<file path="src/ccdg_pkg.sv">
// constants, states and timing counts for the ccd clock sequence generator
package ccdg_pkg;

    // ****************************************************************
    // clock and timing figures
    // ****************************************************************
    localparam int CLK_NS   = 40;      // mclk period at 25 MHz
    localparam int ES_NS    = 25000;   // shutter pulse, nominal width
    localparam int INT_NS   = 100000;  // least integration time
    localparam int VH_NS    = 5000;    // photodiode transfer, nominal width
    localparam int RD_NS    = 10000;   // vertical readout delay, least
    localparam int V_NS     = 3000;    // vertical shift pulse, least
    localparam int AB_NS    = 3000;    // line a-to-b transfer, nominal
    localparam int HD_NS    = 3000;    // horizontal delay, least
    localparam int HVES_NS  = 1000;    // horizontal delay after shutter
    localparam int H_MHZ    = 20;      // nominal horizontal clock rate

    // least times round up to whole cycles
    localparam int ES_CYC   = (ES_NS + CLK_NS - 1) / CLK_NS;
    localparam int INT_CYC  = (INT_NS + CLK_NS - 1) / CLK_NS;
    localparam int VH_CYC   = (VH_NS + CLK_NS - 1) / CLK_NS;
    localparam int RD_CYC   = (RD_NS + CLK_NS - 1) / CLK_NS;
    localparam int V_CYC    = (V_NS + CLK_NS - 1) / CLK_NS;
    localparam int AB_CYC   = (AB_NS + CLK_NS - 1) / CLK_NS;
    localparam int HD_CYC   = (HD_NS + CLK_NS - 1) / CLK_NS;
    localparam int HVES_CYC = (HVES_NS + CLK_NS - 1) / CLK_NS;
    // nominal horizontal period in mclk cycles (rounds to one at 25 MHz)
    localparam int H_NOM_CYC = ((1000 / H_MHZ) / CLK_NS) < 1 ? 1 : (1000 / H_MHZ) / CLK_NS;

    // ****************************************************************
    // timer loads: a state lasts load + 1 cycles
    // ****************************************************************
    localparam int            TW       = 16;
    localparam logic [TW-1:0] ES_LD    = TW'(ES_CYC - 1);
    localparam logic [TW-1:0] HVES_LD  = TW'(HVES_CYC - 1);
    localparam logic [TW-1:0] INTR_LD  = TW'(INT_CYC - HVES_CYC - 1);
    localparam logic [TW-1:0] VH_LD    = TW'(VH_CYC - 1);
    localparam logic [TW-1:0] RD_LD    = TW'(RD_CYC - 1);
    localparam logic [TW-1:0] V_LD     = TW'(V_CYC - 1);
    localparam logic [TW-1:0] AB_LD    = TW'(AB_CYC - 1);
    localparam logic [TW-1:0] HD_LD    = TW'(HD_CYC - 1);
    localparam int            EXTRA_W  = 14;  // integration extension width

    // ****************************************************************
    // geometry and pixel phases
    // ****************************************************************
    localparam logic [9:0] LAST_LINE   = 10'h3ff;  // 1024 lines per frame
    localparam logic [9:0] LAST_PIX_S  = 10'h3ff;  // one register: 1024 pixels
    localparam logic [9:0] LAST_PIX_D  = 10'h1ff;  // two registers: 512 each
    localparam logic [1:0] PH_RST      = 2'h0;     // output reset strobe phase
    localparam logic [1:0] PH_CLAMP    = 2'h1;     // clamp strobe phase
    localparam logic [1:0] PH_SAMPLE   = 2'h2;     // sample strobe phase
    localparam logic [1:0] PH_LAST     = 2'h3;     // last phase of a pixel
    localparam logic [1:0] PH_H2       = 2'h2;     // first phase with h2 high
    localparam logic       DUMP_STATIC = 1'b0;     // dump gate static level
    localparam logic       HB_LOW      = 1'b0;     // idle level of register b

    // ****************************************************************
    // sequencer states
    // ****************************************************************
    typedef enum logic [3:0] {
        CCDG_IDLE,
        CCDG_SHUT,
        CCDG_SHGAP,
        CCDG_INTEG,
        CCDG_XFER,
        CCDG_RDLY,
        CCDG_VSH1,
        CCDG_VSH2,
        CCDG_ABX,
        CCDG_HDLY,
        CCDG_PIX
    } ccdg_st_t;

endpackage

</file>
<file path="src/ccdg_seq.sv">
// frame, line and pixel clock sequencer that drives the interline ccd
`timescale 1ns/100ps
module ccdg_seq (
    input  wire logic                         mclk,
    input  wire logic                         nrst,
    input  wire logic                         frame_start,
    input  wire logic                         dual_mode,
    input  wire logic                         shutter_en,
    input  wire logic [ccdg_pkg::EXTRA_W-1:0] int_extra,
    output logic                              vreg_phase_one_clk,
    output logic                              vreg_one_xfer_lvl,
    output logic                              vreg_phase_two_clk,
    output logic                              hreg_a_phase_one_clk,
    output logic                              hreg_b_phase_one_clk,
    output logic                              hreg_phase_two_clk,
    output logic                              line_ab_xfer,
    output logic                              out_reset_clk,
    output logic                              clamp_strobe,
    output logic                              sample_strobe,
    output logic                              shutter_pulse,
    output logic                              line_dump_gate_clk,
    output logic                              busy,
    output logic                              frame_done
);
    import ccdg_pkg::*;

    // ****************************************************************
    // state record
    // ****************************************************************
    typedef struct packed {
        ccdg_st_t            st;     // sequencer step
        logic                dual;   // mode caught at frame start
        logic [EXTRA_W-1:0]  extra;  // integration extension, cycles
        logic [9:0]          line;   // line being read
        logic [9:0]          pix;    // pixel within the line
        logic [1:0]          ph;     // phase within the pixel
        logic                v1;     // vertical phase one active
        logic                v1x;    // vertical phase one at transfer level
        logic                v2;     // vertical phase two active
        logic                h1a;    // register a phase one
        logic                h1b;    // register b phase one
        logic                h2;     // common phase two
        logic                rst;    // output reset strobe
        logic                clmp;   // clamp strobe
        logic                smp;    // sample strobe
        logic                shut;   // substrate shutter pulse
        logic                abx;    // line a-to-b transfer pulse
        logic                done;   // one-cycle end of frame
    } ccdg_seq_t;

    ccdg_seq_t     s_q;              // registered state
    ccdg_seq_t     s_d;              // next state
    logic          tmr_load;         // start timing the next step
    logic [TW-1:0] tmr_val;          // length of the next step
    logic          tmr_done;         // current step has run out

    // ****************************************************************
    // helpers
    // ****************************************************************

    // timer load for a step; zero for steps the timer does not pace
    function automatic logic [TW-1:0] step_len(input ccdg_st_t st,
                                               input logic [EXTRA_W-1:0] ext);
        logic [TW-1:0] v;
        v = '0;
        unique case (st)
            CCDG_SHUT:  v = ES_LD;
            CCDG_SHGAP: v = HVES_LD;
            CCDG_INTEG: v = INTR_LD + TW'(ext);
            CCDG_XFER:  v = VH_LD;
            CCDG_RDLY:  v = RD_LD;
            CCDG_VSH1:  v = V_LD;
            CCDG_VSH2:  v = V_LD;
            CCDG_ABX:   v = AB_LD;
            CCDG_HDLY:  v = HD_LD;
            CCDG_IDLE:  v = '0;
            CCDG_PIX:   v = '0;
        endcase
        return v;
    endfunction

    // last pixel index of a line for the caught mode
    function automatic logic [9:0] last_pix(input logic dual);
        return dual ? LAST_PIX_D : LAST_PIX_S;
    endfunction

    // ****************************************************************
    // step timer
    // ****************************************************************
    ccdg_timer u_timer (
        .mclk     (mclk),
        .nrst     (nrst),
        .load     (tmr_load),
        .load_val (tmr_val),
        .expired  (tmr_done)
    );

    // ****************************************************************
    // next state
    // ****************************************************************

    // the timer is loaded on the same edge the step is entered, so a
    // step never sees a stale expiry from the one before it
    always_comb begin
        s_d      = s_q;
        s_d.done = 1'b0;
        unique case (s_q.st)
            // wait for a frame request; settings are frozen for the frame
            CCDG_IDLE: begin
                if (frame_start) begin
                    s_d.dual  = dual_mode;
                    s_d.extra = int_extra;
                    s_d.st    = shutter_en ? CCDG_SHUT : CCDG_XFER;
                end
            end
            // shutter pulse on the substrate
            CCDG_SHUT: begin
                if (tmr_done) begin
                    s_d.st = CCDG_SHGAP;
                end
            end
            // quiet gap, counted into the integration time
            CCDG_SHGAP: begin
                if (tmr_done) begin
                    s_d.st = CCDG_INTEG;
                end
            end
            // remaining integration before transfer
            CCDG_INTEG: begin
                if (tmr_done) begin
                    s_d.st = CCDG_XFER;
                end
            end
            CCDG_XFER: begin
                if (tmr_done) begin
                    s_d.st = CCDG_RDLY;
                end
            end
            CCDG_RDLY: begin
                if (tmr_done) begin
                    s_d.st   = CCDG_VSH1;
                    s_d.line = '0;
                end
            end
            // one line shift: phase one, then phase two
            CCDG_VSH1: begin
                if (tmr_done) begin
                    s_d.st = CCDG_VSH2;
                end
            end
            CCDG_VSH2: begin
                if (tmr_done) begin
                    s_d.st = s_q.dual ? CCDG_ABX : CCDG_HDLY;
                end
            end
            // dual only: pass the line on to register b
            CCDG_ABX: begin
                if (tmr_done) begin
                    s_d.st = CCDG_HDLY;
                end
            end
            // settle before pixel clocking
            CCDG_HDLY: begin
                if (tmr_done) begin
                    s_d.st  = CCDG_PIX;
                    s_d.pix = '0;
                    s_d.ph  = '0;
                end
            end
            // read the line, then next shift, or idle after the last line
            CCDG_PIX: begin
                s_d.ph = s_q.ph + 2'h1;
                if (s_q.ph == PH_LAST) begin
                    if (s_q.pix != last_pix(s_q.dual)) begin
                        s_d.pix = s_q.pix + 10'h1;
                    end else if (s_q.line != LAST_LINE) begin
                        s_d.line = s_q.line + 10'h1;
                        s_d.st   = CCDG_VSH1;
                    end else begin
                        s_d.st   = CCDG_IDLE;
                        s_d.done = 1'b1;
                    end
                end
            end
        endcase

        // pin levels follow the step being entered, so they are registered
        s_d.v1x  = (s_d.st == CCDG_XFER);
        s_d.v1   = (s_d.st == CCDG_XFER) || (s_d.st == CCDG_VSH1);
        s_d.v2   = (s_d.st == CCDG_VSH2);
        s_d.shut = (s_d.st == CCDG_SHUT);
        s_d.abx  = (s_d.st == CCDG_ABX);
        s_d.h1a  = (s_d.st == CCDG_PIX) && (s_d.ph < PH_H2);
        s_d.h2   = (s_d.st == CCDG_PIX) && (s_d.ph >= PH_H2);
        s_d.h1b  = s_d.dual ? s_d.h1a : HB_LOW;
        s_d.rst  = (s_d.st == CCDG_PIX) && (s_d.ph == PH_RST);
        s_d.clmp = (s_d.st == CCDG_PIX) && (s_d.ph == PH_CLAMP);
        s_d.smp  = (s_d.st == CCDG_PIX) && (s_d.ph == PH_SAMPLE);
    end

    // timer is restarted only when a timed step is entered
    always_comb begin
        tmr_val  = step_len(s_d.st, s_d.extra);
        tmr_load = (s_d.st != s_q.st) && (s_d.st != CCDG_IDLE) && (s_d.st != CCDG_PIX);
    end

    // ****************************************************************
    // state register
    // ****************************************************************

    // reset leaves every clock at its quiet level and the step idle
    always_ff @(posedge mclk or negedge nrst) begin
        if (!nrst) begin
            s_q <= '0;
        end else begin
            s_q <= s_d;
        end
    end

    // ****************************************************************
    // outputs
    // ****************************************************************
    assign vreg_phase_one_clk   = s_q.v1;
    assign vreg_one_xfer_lvl    = s_q.v1x;
    assign vreg_phase_two_clk   = s_q.v2;
    assign hreg_a_phase_one_clk = s_q.h1a;
    assign hreg_b_phase_one_clk = s_q.h1b;
    assign hreg_phase_two_clk   = s_q.h2;
    assign line_ab_xfer         = s_q.abx;
    assign out_reset_clk        = s_q.rst;
    assign clamp_strobe         = s_q.clmp;
    assign sample_strobe        = s_q.smp;
    assign shutter_pulse        = s_q.shut;
    // dump gate held at static level
    assign line_dump_gate_clk   = DUMP_STATIC;
    assign busy                 = (s_q.st != CCDG_IDLE);
    assign frame_done           = s_q.done;

endmodule

</file>
<file path="src/ccdg_timer.sv">
// down counter that times each step of the sequence except idle and pixel readout
`timescale 1ns/100ps
module ccdg_timer (
    input  wire logic                    mclk,
    input  wire logic                    nrst,
    input  wire logic                    load,
    input  wire logic [ccdg_pkg::TW-1:0] load_val,
    output logic                         expired
);
    import ccdg_pkg::*;

    // ****************************************************************
    // state
    // ****************************************************************
    typedef struct packed {
        logic [TW-1:0] cnt;    // cycles still to run
    } ccdg_tmr_t;

    ccdg_tmr_t s_q;            // registered state
    ccdg_tmr_t s_d;            // next state

    // load wins; otherwise count down and rest at zero
    always_comb begin
        s_d = s_q;
        if (load) begin
            s_d.cnt = load_val;
        end else if (s_q.cnt != '0) begin
            s_d.cnt = s_q.cnt - TW'(1);
        end
    end

    // plain register, cleared to zero at reset
    always_ff @(posedge mclk or negedge nrst) begin
        if (!nrst) begin
            s_q <= '0;
        end else begin
            s_q <= s_d;
        end
    end

    // comes straight from the counter register
    assign expired = (s_q.cnt == '0);

endmodule

</file>
<file path="config.mk">
export PLATFORM = sky130hd
export DESIGN_NAME = ccdg_seq
export DESIGN_NICKNAME = d
export VERILOG_FILES = /design/src/ccdg_pkg.sv /design/src/ccdg_seq.sv /design/src/ccdg_timer.sv
export SDC_FILE = /design/constraint.sdc
export NUM_CORES = 1
export LEC_CHECK = 0
export BUFFER_PORTS_ARGS = -buffer_cell sky130_fd_sc_hd__buf_2
export CAP_MARGIN = 25
export CELL_PAD_IN_SITES_DETAIL_PLACEMENT = 1
export CELL_PAD_IN_SITES_GLOBAL_PLACEMENT = 2
export CORE_MARGIN = 4
export CORE_UTILIZATION = 42
export DETAILED_ROUTE_END_ITERATION = 8
export HOLD_SLACK_MARGIN = 0.1
export PLACE_DENSITY_LB_ADDON = 0.1
export SLEW_MARGIN = 30
export SYNTH_ARGS = -nofsm -noshare
export SYNTH_HDL_FRONTEND = slang
export SYNTH_SLANG_ARGS = --single-unit
</file>
<file path="constraint.sdc">
create_clock -name mclk -period 5 [get_ports mclk]
set_input_delay 0.25 -clock mclk [delete_from_list [all_inputs] [get_ports mclk]]
set_output_delay 0.25 -clock mclk [all_outputs]
set_load 0.05 [all_outputs]
</file>
==> summary.md <==
| Metric | Value |
|---|---|
| Status | `complete, no violations` |
| Crit-path most repeated cell | `a21oi_1` |
| Reg2Reg Setup Slack | `1.55 ns` |
| Post-route antenna net violation count | `0` |
| Pint | `1340 uW` |
| Clk_lat worst skew | `0.35 ns` |
| #FFs+latches synth | `between 60 and 70` |
| Hold_sp | `dual_mode` |
| Row count | `36` |
| Min-delay worst type | `in2reg` |
| Switching power | `between 900 and 1000 uW` |
| Buf/Inv on CP | `0` |
| Post-Synth Adder-Cell Area | `1.50%` |
| Die width | `108 um` |
| Final Net Count | `around 480` |
| Drt total wl | `~10 mm` |
| # fillers | `1137` |
| Antenna diodes | `0` |
| Num CTS Buffers | `9` |
| Net Count, Synth | `445` |
| Syn Inst Count | `421` |
| GPL Wtd Cong | `0.767` |
| 1st-pass router iterations | `4` |
| Sum Neg Setup Slack | `0 ns` |
| Fin Hold WS | `0.147 ns` |
| LEAKAGE | `0.00214 uW` |
| Initial drt markers | `116` |
| Core Util, Final | `47.6%` |
| DRC viols | `0` |
| Syn-to-layout area delta | `11.2%` |
| Critical path required time | `5.24 ns` |
| Grt ovf | `0` |
| Synth Area in Compound Gates | `17.2%` |
| Hold Path End | `s_q[48]$_DFF_PN0_` |
| Most frequent cells in the layout | `dfrtp_1, nor2_1, nand2_1` |
| Synth Flop Type | `dfrtp_1` |
| GRT Util Overall | `19.2%` |
| Syn_area_per_cell | `approximately 9.9 um2` |
| Die area | `~12000 um2` |
| Fin crit period | `3.45 ns` |
| Netlist cell types | `84` |
| DR WL/cell | `16.9 um` |
| Multi-input gate area | `2250 um2` |
| Largest net degree at the start of global routing | `70` |
| Seq pwr share | `36.5%` |
| Commonest non-fill, non-tap cell in the layout | `dfrtp_1` |
| Worst Hold Depth | `2` |
| Port-buffer cells | `31` |
| CTS-repair resized insts | `0` |
| Starting density of the core | `42.8%` |
| First-pass GRT wire length | `around 17 mm` |
| Max-slew violations | `0` |
| Clock buffer depth | `2` |
| Worst path arrival time | `3.69 ns` |
| Critical setup path kind | `reg2reg` |
| FF/Latch Area | `1730 um2` |
| Simple-gate portion of the synthesized area | `between 20% and 30%` |
| Worst r2r dst | `u_timer.s_q[13]$_DFFE_PN0P_` |
| CP peak stage delay | `between 0.5 and 0.6 ns` |
| Pwr dens | `494 nW/um2` |
| RSZ-0062 raised after global routing | `false` |
| Worst slew pin tran | `0.628 ns` |
| Share of post-route cells with drive strength above 1 | `21.9%` |
| H-tree lvl count | `3` |
| Critical Path Start Type | `flip-flop` |
| Largest family of logic cells by synthesized area | `simple AND/OR/NAND/NOR gates` |
| Max IR drop VDD | `253 uV` |
| CP max-delay cell | `nor4_4` |
| Total number of vias | `about 3200` |
| Final Instance Area | `4630 um2` |
| Clock-pin slew on the worst setup and hold paths | `approximately 0.070 ns` |
| Vias in the first global route | `3502` |
| Gate power share | `between 40 and 50%` |
| Clk_skew | `0.00831 ns` |
| Hold Violations, Final | `0` |
| Setup violators final | `0` |
| R2r startpoint | `s_q[49]$_DFF_PN0_` |
| Switching Share | `41.2%` |
| Critical-path cell list | `nor4_4 > nand2_2 > mux2_2 > ha_1 > a31oi_1 > a22oi_1 > o21ai_1 > a21oi_1 > mux2i_1 > a21oi_1 > o22a_1` |
| DP Area | `4400 um2` |
| Mux share of post-synthesis cell area | `4.93%` |
| Crit-path max FO | `16` |
| Post-Synth XOR/XNOR Area | `6.94%` |
| Post-synth EDFFs | `0` |
| Clock power share | `21.1%` |
| Slew headroom | `between 50% and 60%` |
| Synth Warn # | `0` |
| Clock root cell | `clkbuf_8` |
| MaxCap Viol Count | `0` |
| CP delay by family, top | `compound AO/OA/AOI/OAI gates` |
| Clk sink count | `69` |
| Post-DP HPWL | `7.39 mm` |
| Ys async rst share | `100%` |
| IO Pins | `33` |
| DIE HEIGHT | `108 um` |
| Final period util | `69.0%` |
| CTS tree | `done` |
| Cells on worst reg2reg path | `11` |
| Core footprint | `~9700 um2` |
| Vias per Instance | `5.43` |
| Initial antenna violation count | `0` |
| Fmax | `290 MHz` |
| Synthesized cell area | `4160 um2` |
| CP Capture Type | `flip-flop` |
| Sequential fraction of the synthesis area | `41.5%` |
==> sequential cells by signal (all words and copies together) (netlist names) <==
register / count
hreg_a_phase_one_clk: 1
s_q: 41
line_ab_xfer: 1
vreg_phase_two_clk: 1
hreg_phase_two_clk: 1
frame_done: 1
sample_strobe: 1
shutter_pulse: 1
u_timer.s_q: 16
vreg_one_xfer_lvl: 1
vreg_phase_one_clk: 1
out_reset_clk: 1
hreg_b_phase_one_clk: 1
clamp_strobe: 1
==> metal layers <==
layer / global-route usage [%] / vias to the layer above / part of all wire [%] / wire length (um)
li1: - / 1560 / - / -
met1: 24.5 / 1575 / 46 / 4600
met2: 31.7 / 48 / 49 / 4860
met3: 3.18 / 18 / 3.0 / 298
met4: 8.84 / 0 / 2.4 / 241
met5: 0 / - / 0 / 0
==> cells by family after synthesis <==
group                      after synthesis
AOI/OAI and AO/OA                       93
xor gates and xnor gates                33
adders and majority gates                5
buffers and inverters                   36
DFF                                     69
muxes                                   19
other                                    1
and+or+nand+nor                        165
==> worst max-delay path by stage <==
| stage | startpoint | end | slack [ns] | cells after the start |
|---|---|---|---|---|
| after floorplan | s_q[49]$_DFF_PN0_ | u_timer.s_q[13]$_DFFE_PN0P_ | 2.19 | 12 |
| after global placement | s_q[49]$_DFF_PN0_ | u_timer.s_q[11]$_DFFE_PN0P_ | 1.59 | 12 |
| after detailed placement | s_q[49]$_DFF_PN0_ | u_timer.s_q[13]$_DFFE_PN0P_ | 1.51 | 11 |
| after CTS | s_q[49]$_DFF_PN0_ | u_timer.s_q[13]$_DFFE_PN0P_ | 1.49 | 11 |
| after global routing | s_q[49]$_DFF_PN0_ | u_timer.s_q[13]$_DFFE_PN0P_ | 1.15 | 11 |
| final | s_q[49]$_DFF_PN0_ | u_timer.s_q[13]$_DFFE_PN0P_ | 1.55 | 11 |
==> synth_stat cells, types with 4 or more instances <==
cell | number | area share (%)
dfrtp_1 | 69 | 41
nor2_1 | 50 | 4.5
nand2_1 | 33 | 3.0
a21oi_1 | 23 | 2.8
inv_1 | 19 | 1.7
xor2_1 | 19 | 4.0
o21ai_0 | 14 | 1.7
xnor2_1 | 14 | 2.9
nand3_1 | 12 | 1.4
mux2i_1 | 10 | 2.4
nor3_1 | 9 | 1.1
mux2_2 | 8 | 2.2
nand4_1 | 7 | 1.1
o21ai_1 | 6 | 0.72
and2_1 | 5 | 0.75
buf_2 | 5 | 0.60
ha_1 | 5 | 1.5
o21a_1 | 5 | 0.90
or3_1 | 5 | 0.75
and3_1 | 4 | 0.60
buf_4 | 4 | 0.72
==> final cells by class <==
| type | count | area share [%] |
|---|---|---|
| tap | 133 | 3.60 |
| clock buffer | 13 | 3.65 |
| sequential | 69 | 37.3 |
| inverter | 22 | 1.89 |
| multi-input combinational | 316 | 48.7 |
| timing repair buffer | 34 | 3.97 |
| clock inverter | 3 | 0.919 |
==> metrics by stage <==
| step | worst slack (ns) | cells | power, uW |
|---|---|---|---|
| after floorplan | 2.19 | 421 | 1590 |
| after global placement | 1.59 | 573 | 1800 |
| after detailed placement | 1.51 | 573 | 1820 |
| after CTS | 1.49 | 589 | 2320 |
| after global routing | 1.15 | 590 | 2460 |
| final | 1.55 | 590 | 2290 |
==> power by group through the flow <==
| stage | logic [uW] | registers (uW) | clock network, uW |
|---|---|---|---|
| after CTS | 981 | 836 | 505 |
| after global routing | 1080 | 860 | 522 |
| after detailed placement | 971 | 846 | 0 |
| after floorplan | 759 | 834 | 0 |
| after global placement | 957 | 840 | 0 |
| final | 969 | 836 | 482 |
==> what timing repair did <==
item                                   in CTS  in global routing
hold buffers                                0                  1
buffers inserted                            0                  0
endpoints found under the hold margin       0                 69
(Power assumes the default switching activity.)
